`src/design/dcwd_regs.svh`:
```
// constants for the drive control word decoder
//
// Overview of operation
// RULE_01 - jog-negative rise: power on, jog, move negative
// RULE_02 - jog-negative fall: stop motion, then power off
// RULE_03 - 16-bit control word with fixed command bits
// RULE_04 - master writes zero into bits 10..15
// RULE_05 - written control word acts immediately
// RULE_06 - shutdown pattern goes to ready-to-switch-on
// RULE_07 - switch-on pattern goes to switched-on
// RULE_08 - enable voltage low goes to switch-on-disabled
// RULE_09 - quick stop: quick-stop-active or switch-on-disabled
// RULE_10 - all four bits set enables operation
// RULE_11 - fault reset rising edge clears error
// RULE_12 - bit 8 set halts ongoing movement
// RULE_13 - bits 4..6 and 9 forwarded to mode
// RULE_14 - invalid pattern keeps present state
`ifndef DCWD_REGS_SVH
`define DCWD_REGS_SVH

// ---------------------------------------------------------------
// control word fields
// ---------------------------------------------------------------
`define DCWD_CW_WIDTH      16
`define DCWD_CW_RESET      16'h0000
`define DCWD_BIT_SWITCH_ON 0
`define DCWD_BIT_ENA_VOLT  1
`define DCWD_BIT_QSTOP     2
`define DCWD_BIT_ENA_OP    3
`define DCWD_BIT_MODE_LO   4
`define DCWD_BIT_MODE_HI   6
`define DCWD_BIT_FLT_RST   7
`define DCWD_BIT_HALT      8
`define DCWD_BIT_MODE_9    9
`define DCWD_RSVD_LO       10
`define DCWD_RSVD_HI       15

// ---------------------------------------------------------------
// state numbers shown on the state-number output
// ---------------------------------------------------------------
`define DCWD_NUM_SOD       4'h3
`define DCWD_NUM_RTSO      4'h4
`define DCWD_NUM_SWON      4'h5
`define DCWD_NUM_OPEN      4'h6
`define DCWD_NUM_QSA       4'h7
`define DCWD_NUM_FAULT     4'h9

`endif

```
`src/design/dcwd_pkg.sv`:
```
// types of the drive control word decoder
package dcwd_pkg;

  // ---------------------------------------------------------------
  // operating states, one-hot
  // ---------------------------------------------------------------
  typedef enum logic [5:0] {
    DCWD_SOD   = 6'h01,
    DCWD_RTSO  = 6'h02,
    DCWD_SWON  = 6'h04,
    DCWD_OPEN  = 6'h08,
    DCWD_QSA   = 6'h10,
    DCWD_FAULT = 6'h20
  } dcwd_state_t;

  // ---------------------------------------------------------------
  // decoded state commands
  // ---------------------------------------------------------------
  typedef enum logic [2:0] {
    DCWD_CMD_NONE     = 3'h0,
    DCWD_CMD_SHUTDOWN = 3'h1,
    DCWD_CMD_SWITCHON = 3'h2,
    DCWD_CMD_DISVOLT  = 3'h3,
    DCWD_CMD_QSTOP    = 3'h4,
    DCWD_CMD_ENAOP    = 3'h5
  } dcwd_cmd_t;

  // ---------------------------------------------------------------
  // control word write strobe with data
  // ---------------------------------------------------------------
  typedef struct packed {
    logic        wr;
    logic [15:0] data;
  } dcwd_wr_t;

  // ---------------------------------------------------------------
  // whole state of the decoder
  // ---------------------------------------------------------------
  typedef struct packed {
    dcwd_state_t state;
    logic [15:0] cw;
    logic        jog_s1;
    logic        jog_s2;
    logic        jog_prev;
    logic        jog_mode;
    logic        jog_run;
    logic        jog_stopping;
    logic        fault_clr;
    logic        power_en;
    logic        qstop_req;
    logic [3:0]  state_num;
  } dcwd_st_t;

endpackage : dcwd_pkg

```
`src/design/dcwd_cmd_decode.sv`:
```
// command decoder for the five state bits of the control word
`timescale 1ns/1ps
`include "dcwd_regs.svh"
module dcwd_cmd_decode
  import dcwd_pkg::*;
(
  input  wire logic [15:0] cw,
  output dcwd_cmd_t        cmd
);

  // ---------------------------------------------------------------
  // pattern match, fault reset set means no level command
  // ---------------------------------------------------------------
  function automatic dcwd_cmd_t decode(input logic [15:0] w);
    logic so;
    logic ev;
    logic qs;
    logic eo;
    so = w[`DCWD_BIT_SWITCH_ON];
    ev = w[`DCWD_BIT_ENA_VOLT];
    qs = w[`DCWD_BIT_QSTOP];
    eo = w[`DCWD_BIT_ENA_OP];
    if (w[`DCWD_BIT_FLT_RST]) begin
      decode = DCWD_CMD_NONE;
    end else if (!ev) begin
      decode = DCWD_CMD_DISVOLT;            // [RULE_08]
    end else if (!qs) begin
      decode = DCWD_CMD_QSTOP;              // [RULE_09]
    end else if (!so) begin
      decode = DCWD_CMD_SHUTDOWN;           // [RULE_06]
    end else if (!eo) begin
      decode = DCWD_CMD_SWITCHON;           // [RULE_07]
    end else begin
      decode = DCWD_CMD_ENAOP;              // [RULE_10]
    end
  endfunction : decode

  assign cmd = decode(cw);

endmodule : dcwd_cmd_decode

```
`src/design/dcwd_top.sv`:
```
// drive control word decoder and operating state machine
`timescale 1ns/1ps
`include "dcwd_regs.svh"
module dcwd_top
  import dcwd_pkg::*;
(
  input  wire logic        CORE_CLK,
  input  wire logic        SYS_RST,
  input  wire logic        CW_WR,
  input  wire logic [15:0] CW_WDATA,
  input  wire logic        JOG_NEG_ENA_IN,
  input  wire logic        FAULT_IN,
  input  wire logic        STANDSTILL,
  output logic      [15:0] CW_RDATA,
  output logic      [5:0]  STATE_ONEHOT,
  output logic      [3:0]  STATE_NUM,
  output logic             POWER_EN,
  output logic             QSTOP_REQ,
  output logic             HALT_REQ,
  output logic             JOG_MODE,
  output logic             JOG_NEG_RUN,
  output logic             FAULT_CLR,
  output logic      [3:0]  MODE_BITS
);

  // ---------------------------------------------------------------
  // state registers
  // ---------------------------------------------------------------
  dcwd_st_t  st_q;
  dcwd_st_t  st_d;
  dcwd_wr_t  wr;
  dcwd_cmd_t cmd;
  logic [15:0] cw_eff;

  // ---------------------------------------------------------------
  // effective word: a write acts in its own cycle
  // ---------------------------------------------------------------
  assign wr      = {CW_WR, CW_WDATA};
  assign cw_eff  = wr.wr ? wr.data : st_q.cw;                // [RULE_05]

  dcwd_cmd_decode u_dec (
    .cw  (cw_eff),
    .cmd (cmd)
  );

  // ---------------------------------------------------------------
  // state number for a one-hot state
  // ---------------------------------------------------------------
  function automatic logic [3:0] state_number(input dcwd_state_t s);
    case (s)
      DCWD_SOD:   state_number = `DCWD_NUM_SOD;
      DCWD_RTSO:  state_number = `DCWD_NUM_RTSO;
      DCWD_SWON:  state_number = `DCWD_NUM_SWON;
      DCWD_OPEN:  state_number = `DCWD_NUM_OPEN;
      DCWD_QSA:   state_number = `DCWD_NUM_QSA;
      DCWD_FAULT: state_number = `DCWD_NUM_FAULT;
      default:    state_number = `DCWD_NUM_SOD;
    endcase
  endfunction : state_number

  // ---------------------------------------------------------------
  // next-state logic
  // ---------------------------------------------------------------
  logic jog_rise;
  logic jog_fall;
  logic flt_rst_rise;

  always_comb begin
    st_d = st_q;
    jog_rise = st_q.jog_s2 && !st_q.jog_prev;
    jog_fall = !st_q.jog_s2 && st_q.jog_prev;
    flt_rst_rise = wr.wr && wr.data[`DCWD_BIT_FLT_RST]
                   && !st_q.cw[`DCWD_BIT_FLT_RST];             // [RULE_11]

    // pin synchroniser and edge history
    st_d.jog_s1   = JOG_NEG_ENA_IN;
    st_d.jog_s2   = st_q.jog_s1;
    st_d.jog_prev = st_q.jog_s2;

    // control word storage, all 16 bits kept as written
    if (wr.wr) begin
      st_d.cw = wr.data;                                       // [RULE_03]
    end
    st_d.fault_clr = 1'b0;

    if (FAULT_IN && st_q.state != DCWD_FAULT) begin
      st_d.state        = DCWD_FAULT;
      st_d.jog_run      = 1'b0;
      st_d.jog_mode     = 1'b0;
      st_d.jog_stopping = 1'b0;
    end else if (st_q.state == DCWD_FAULT) begin
      if (flt_rst_rise) begin
        st_d.state     = DCWD_SOD;                             // [RULE_11]
        st_d.fault_clr = 1'b1;                                 // [RULE_11]
      end
    end else if (jog_rise) begin
      st_d.state        = DCWD_OPEN;                           // [RULE_01]
      st_d.jog_mode     = 1'b1;                                // [RULE_01]
      st_d.jog_run      = 1'b1;                                // [RULE_01]
      st_d.jog_stopping = 1'b0;
    end else if (jog_fall && st_q.jog_mode) begin
      st_d.jog_run      = 1'b0;                                // [RULE_02]
      st_d.jog_stopping = 1'b1;                                // [RULE_02]
    end else if (st_q.jog_stopping) begin
      if (STANDSTILL) begin
        st_d.state        = DCWD_SOD;                          // [RULE_02]
        st_d.jog_stopping = 1'b0;
        st_d.jog_mode     = 1'b0;
      end
    end else if (wr.wr && !st_q.jog_mode) begin                // [RULE_02]
      // jog owns the state machine until its stop completes
      case (st_q.state)
        DCWD_SOD: begin
          if (cmd == DCWD_CMD_SHUTDOWN) begin
            st_d.state = DCWD_RTSO;                            // [RULE_06]
          end
        end
        DCWD_RTSO: begin
          if (cmd == DCWD_CMD_SWITCHON) begin
            st_d.state = DCWD_SWON;                            // [RULE_07]
          end else if (cmd == DCWD_CMD_DISVOLT || cmd == DCWD_CMD_QSTOP) begin
            st_d.state = DCWD_SOD;                             // [RULE_08] [RULE_09]
          end
        end
        DCWD_SWON: begin
          if (cmd == DCWD_CMD_ENAOP) begin
            st_d.state = DCWD_OPEN;                            // [RULE_10]
          end else if (cmd == DCWD_CMD_SHUTDOWN) begin
            st_d.state = DCWD_RTSO;                            // [RULE_06]
          end else if (cmd == DCWD_CMD_DISVOLT || cmd == DCWD_CMD_QSTOP) begin
            st_d.state = DCWD_SOD;                             // [RULE_08] [RULE_09]
          end
        end
        DCWD_OPEN: begin
          if (cmd == DCWD_CMD_SWITCHON) begin
            st_d.state = DCWD_SWON;                            // [RULE_07]
          end else if (cmd == DCWD_CMD_SHUTDOWN) begin
            st_d.state = DCWD_RTSO;                            // [RULE_06]
          end else if (cmd == DCWD_CMD_DISVOLT) begin
            st_d.state = DCWD_SOD;                             // [RULE_08]
          end else if (cmd == DCWD_CMD_QSTOP) begin
            st_d.state = DCWD_QSA;                             // [RULE_09]
          end
        end
        DCWD_QSA: begin
          if (cmd == DCWD_CMD_DISVOLT) begin
            st_d.state = DCWD_SOD;                             // [RULE_08]
          end else if (cmd == DCWD_CMD_ENAOP) begin
            st_d.state = DCWD_OPEN;                            // [RULE_10]
          end
        end
        default: begin
          st_d.state = st_q.state;                             // [RULE_14]
        end
      endcase
    end

    st_d.power_en  = (st_d.state == DCWD_OPEN) || (st_d.state == DCWD_QSA);
    st_d.qstop_req = (st_d.state == DCWD_QSA);
    st_d.state_num = state_number(st_d.state);
  end

  // ---------------------------------------------------------------
  // state register
  // ---------------------------------------------------------------
  always_ff @(posedge CORE_CLK or posedge SYS_RST) begin
    if (SYS_RST) begin
      st_q              <= '0;
      st_q.state        <= DCWD_SOD;
      st_q.cw           <= `DCWD_CW_RESET;
      st_q.state_num    <= `DCWD_NUM_SOD;
    end else begin
      st_q <= st_d;
    end
  end

  // ---------------------------------------------------------------
  // outputs, all straight from the state register
  // ---------------------------------------------------------------
  assign CW_RDATA     = st_q.cw;
  assign STATE_ONEHOT = st_q.state;
  assign STATE_NUM    = st_q.state_num;
  assign POWER_EN     = st_q.power_en;
  assign QSTOP_REQ    = st_q.qstop_req;
  assign HALT_REQ     = st_q.cw[`DCWD_BIT_HALT];               // [RULE_12]
  assign JOG_MODE     = st_q.jog_mode;
  assign JOG_NEG_RUN  = st_q.jog_run;
  assign FAULT_CLR    = st_q.fault_clr;
  assign MODE_BITS    = {st_q.cw[`DCWD_BIT_MODE_9],
                         st_q.cw[`DCWD_BIT_MODE_HI:`DCWD_BIT_MODE_LO]}; // [RULE_13]

endmodule : dcwd_top

```
`config.mk`:
```
export PLATFORM = sky130hd
export DESIGN_NAME = dcwd_top
export DESIGN_NICKNAME = d
export VERILOG_FILES = /design/src/design/dcwd_pkg.sv /design/src/design/dcwd_cmd_decode.sv /design/src/design/dcwd_top.sv
export VERILOG_INCLUDE_DIRS = /design/src /design/src/design
export SDC_FILE = /design/constraint.sdc
export NUM_CORES = 1
export LEC_CHECK = 0
export ABC_AREA = 1
export BUFFER_PORTS_ARGS = -buffer_cell sky130_fd_sc_hd__buf_2
export CORE_MARGIN = 2
export CORE_UTILIZATION = 40
export CTS_CLUSTER_DIAMETER = 40
export DETAILED_ROUTE_END_ITERATION = 8
export SLEW_MARGIN = 20
export SYNTH_ARGS = -nofsm -noshare
export SYNTH_HDL_FRONTEND = slang
export SYNTH_SLANG_ARGS = --single-unit
```
`constraint.sdc`:
```
create_clock -name CORE_CLK -period 5.95 [get_ports CORE_CLK]
set_input_delay 0.2975 -clock CORE_CLK [delete_from_list [all_inputs] [get_ports CORE_CLK]]
set_output_delay 0.2975 -clock CORE_CLK [all_outputs]
set_load 0.05 [all_outputs]
```
==> metrics.md <==
| Metric | Value |
|---|---|
| Bufs on Longest Clock Path | 2 |
| Share of layout cells above drive strength 1 | 36.5% |
| CTS resizes | 0 |
| Outcome | finished clean |
| Most common cell after layout, fill and taps aside | nand2_1 |
| H-Tree Level Count | 2 |
| Crit path required time | between 6 and 7 ns |
| Critical path fanouts, max | 21 |
| WL per Instance | around 12 microns |
| Largest net degree at the start of global routing | 36 |
| PD cells | around 350 mW/mm^2 |
| Seq/Total Area, Yosys | between 30% and 40% |
| Worst-Skew Late Latency | between 0.2 and 0.3 ns |
| Clock Sinks | 35 |
| Routability cong. | between 0.9 and 1 |
| Residual DRC | 0 |
| Final HPWL DP | about 3900 microns |
| Synth area leader | dfrtp_1 |
| Initial drt markers | approximately 110 |
| Post-Layout Cell Count | around 430 |
| Yosys top cell area share | around 33% |
| Yosys reg bits | 35 |
| Met2 Use GR | 26.4% |
| Largest cells by area after synthesis | dfrtp_1, nand2_1, buf_4, inv_1, nand2_2 |
| PnR worst setup slack | between 3 and 4 ns |
| Gr ovfl total | 0 |
| Initial core utilization | approximately two fifths |
| Tmin final | between 2 and 2.5 ns |
| Post-synth cell types | 34 |
| Final Hold Fails | 0 |
| Core ar. | 0.00589 sq mm |
| Routing usage on met1 | around a fifth |
| Vias in the first global route | between 1500 and 2000 |
| Post-CTS setup buffer count | 0 |
| Worst-Margin Slew | ~0.66 ns |
| Clock share of power | between 20% and 30% |
| CTS tree | built |
| Pint | ~0.00051 W |
| Leak | 1.50 nW |
| Nets | 374 |
| Synth-to-layout area growth | 10.1% |
| Drt total wl | approximately 5000 microns |
| Seq. cell area | between 800 and 900 sq um |
| Post-CTS Hold Fix Bufs | 0 |
| Mapped Area | around 0.0024 sq mm |
| Vias/cell | approximately 4.6 |
| Net count after synthesis | around 340 |
| Port Buffer Count | 57 |
| Ant diodes | 0 |
| GRT met3 Usage | slightly above 4% |
| Dpl ws | around 3.3 ns |
| Total CTS buffers | 5 |
| Sw Ratio | between 40% and 50% |
| Seq pwr share | 32.2% |
| Die area | 0.00671 sq mm |
| Core Util, Final | a little under half |
| Setup violators final | 0 |
| Antenna violations before repair | 0 |
| Maxcap violations | 0 |
| Worst r2r src | STATE_ONEHOT[4] |
| Total power | around 0.00095 W |
| CP Launch Type | primary input |
| First-pass GRT wire length | around 8000 microns |
| P_sw | around 0.00043 W |
| Num rows | 28 |
| Tot GR Track Use | between 15 and 20% |
| Slew Limit Headroom | 55.7% |
| Reg2reg setup slack | around 3.7 ns |
| Critical path endpoint category | flip-flop |
| Maximum clock rate | between 400 and 500 MHz |
| ANT nets after route | 0 |
| # IOs | 58 |
| Root buf cell | clkbuf_8 |
| Setup Skew | 0.00708 ns |
| DP Cell Count | 420 |
| Logic pwr share | 45.0% |
| Vias | 1954 |
| R2r worst-path depth | 18 |
| Filler Cells Inserted | between 600 and 700 |
| Maximum vdd drop | between 0.1 and 0.15 mV |
| Final period utilization | approximately 39% |
| Die X-Extent | 81.9 microns |
| Crit Path Class | primary input to flip-flop |
| Critical R2R Capture | POWER_EN |
| Final Max Slew Viols | 0 |
| TritonRoute pass-1 iters | 6 |
| Syn_area_per_cell | between 7 and 8 sq um |
| Clock Pin Slew Worst Setup and Hold Paths | ~0.080 ns |
| Die H | 81.9 microns |
| Global routing's busiest layer | met2 |
| Most frequent cells in the layout | nand2_1, buf_2, inv_1 |
| Hold Crit Class | primary input to async pin |
| Area of the multi-input gates | approximately 0.0011 sq mm |
| RSZ-0062 raised after global routing | no |
| Cell count after synthesis | about 320 |
| Worst EP arrival | 2.50 ns |
| Setup_tns | 0 ns |
| Yosys warns | 0 |
-- stage by stage --
stage	area (sq um)	hold slack [ns]
3_3_place_gp	2560	0.338
6_report	2670	0.0963
5_1_grt	2670	0.0987
4_1_cts	2670	0.106
2_1_floorplan	2430	0.329
3_5_place_dp	2560	0.341
-- routing by layer --
layer / part of all wire [%] / vias to the layer above / wire length (microns)
met2: 46 / 64 / 2290
li1: - / 1018 / -
met1: 46 / 866 / 2330
met3: 7.1 / 6 / 354
met5: 0 / - / 0
met4: 0.96 / 0 / 48
-- Yosys cell counts, drive strengths merged --
master,instances
nand3,22
nor2,35
o21a,1
dfrtp,32
a31oi,3
and3,1
inv,45
buf,32
clkinv,2
o21ai,15
nand3b,2
nand2,113
nor3,4
dfstp,3
o22ai,1
nand4,3
clkbuf,2
a21oi,4
o21bai,1
-- cell families (layout without fill, tap and decap cells) --
kind of cell,Yosys count,count (layout),synth area share (%)
buf+inv,81,113,17.8
flops,35,35,36.2
simple gates,180,180,39.6
compound gates,25,25,6.34
-- area by class of cell --
class | count | area share (%)
inverters | 47 | 6.65
flip-flops and latches | 35 | 32.9
multi-input cells | 205 | 41.7
well taps | 75 | 3.51
clock inverters | 3 | 1.64
clock buffers | 5 | 2.58
repair buffers | 58 | 11.0
-- state kept, by name, summed over array words and instances, names as in the netlist, 2 cells and up --
register and flops:
CW_RDATA 16, STATE_ONEHOT 6, STATE_NUM 4, st_d 2
st_q 2
-- worst max-delay path, cell delays in order --
cell and delay, ns:
buf_2 0.31, inv_2 0.28, nand2_1 0.14, nand2_2 0.12, o21ai_4 0.24, nand2_1 0.10
o21ai_1 0.10, nand3_1 0.08, nand3_1 0.10, nand3_1 0.07, nand2_1 0.09, nand2_2 0.09
nand3_4 0.12, inv_2 0.04, nand2_2 0.09, nor2_4 0.05, nor2_1 0.12, inv_1 0.05
-- worst max-delay path by stage --
| stage | from | endpoint | slack (ns) | depth (start not counted) |
|---|---|---|---|---|
| 3_5_place_dp | CW_WR | POWER_EN | 3.34 | 21 |
| 2_1_floorplan | JOG_MODE | POWER_EN | 3.87 | 13 |
| 5_1_grt | CW_WR | POWER_EN | 3.32 | 18 |
| 6_report | CW_WR | POWER_EN | 3.63 | 18 |
| 4_1_cts | CW_WR | POWER_EN | 3.64 | 21 |
| 3_3_place_gp | CW_WR | POWER_EN | 3.34 | 21 |
-- power groups by stage --
stage | Clock [W] | Sequential (W) | Combinational (W)
floorplan | 0 | 0.000329 | 0.000358
global placement | 0 | 0.000309 | 0.000424
detailed placement | 0 | 0.000310 | 0.000425
CTS | 0.000222 | 0.000306 | 0.000427
global route | 0.000232 | 0.000310 | 0.000471
finish | 0.000215 | 0.000305 | 0.000426
Note: power is estimated with default switching activity, not from simulation.
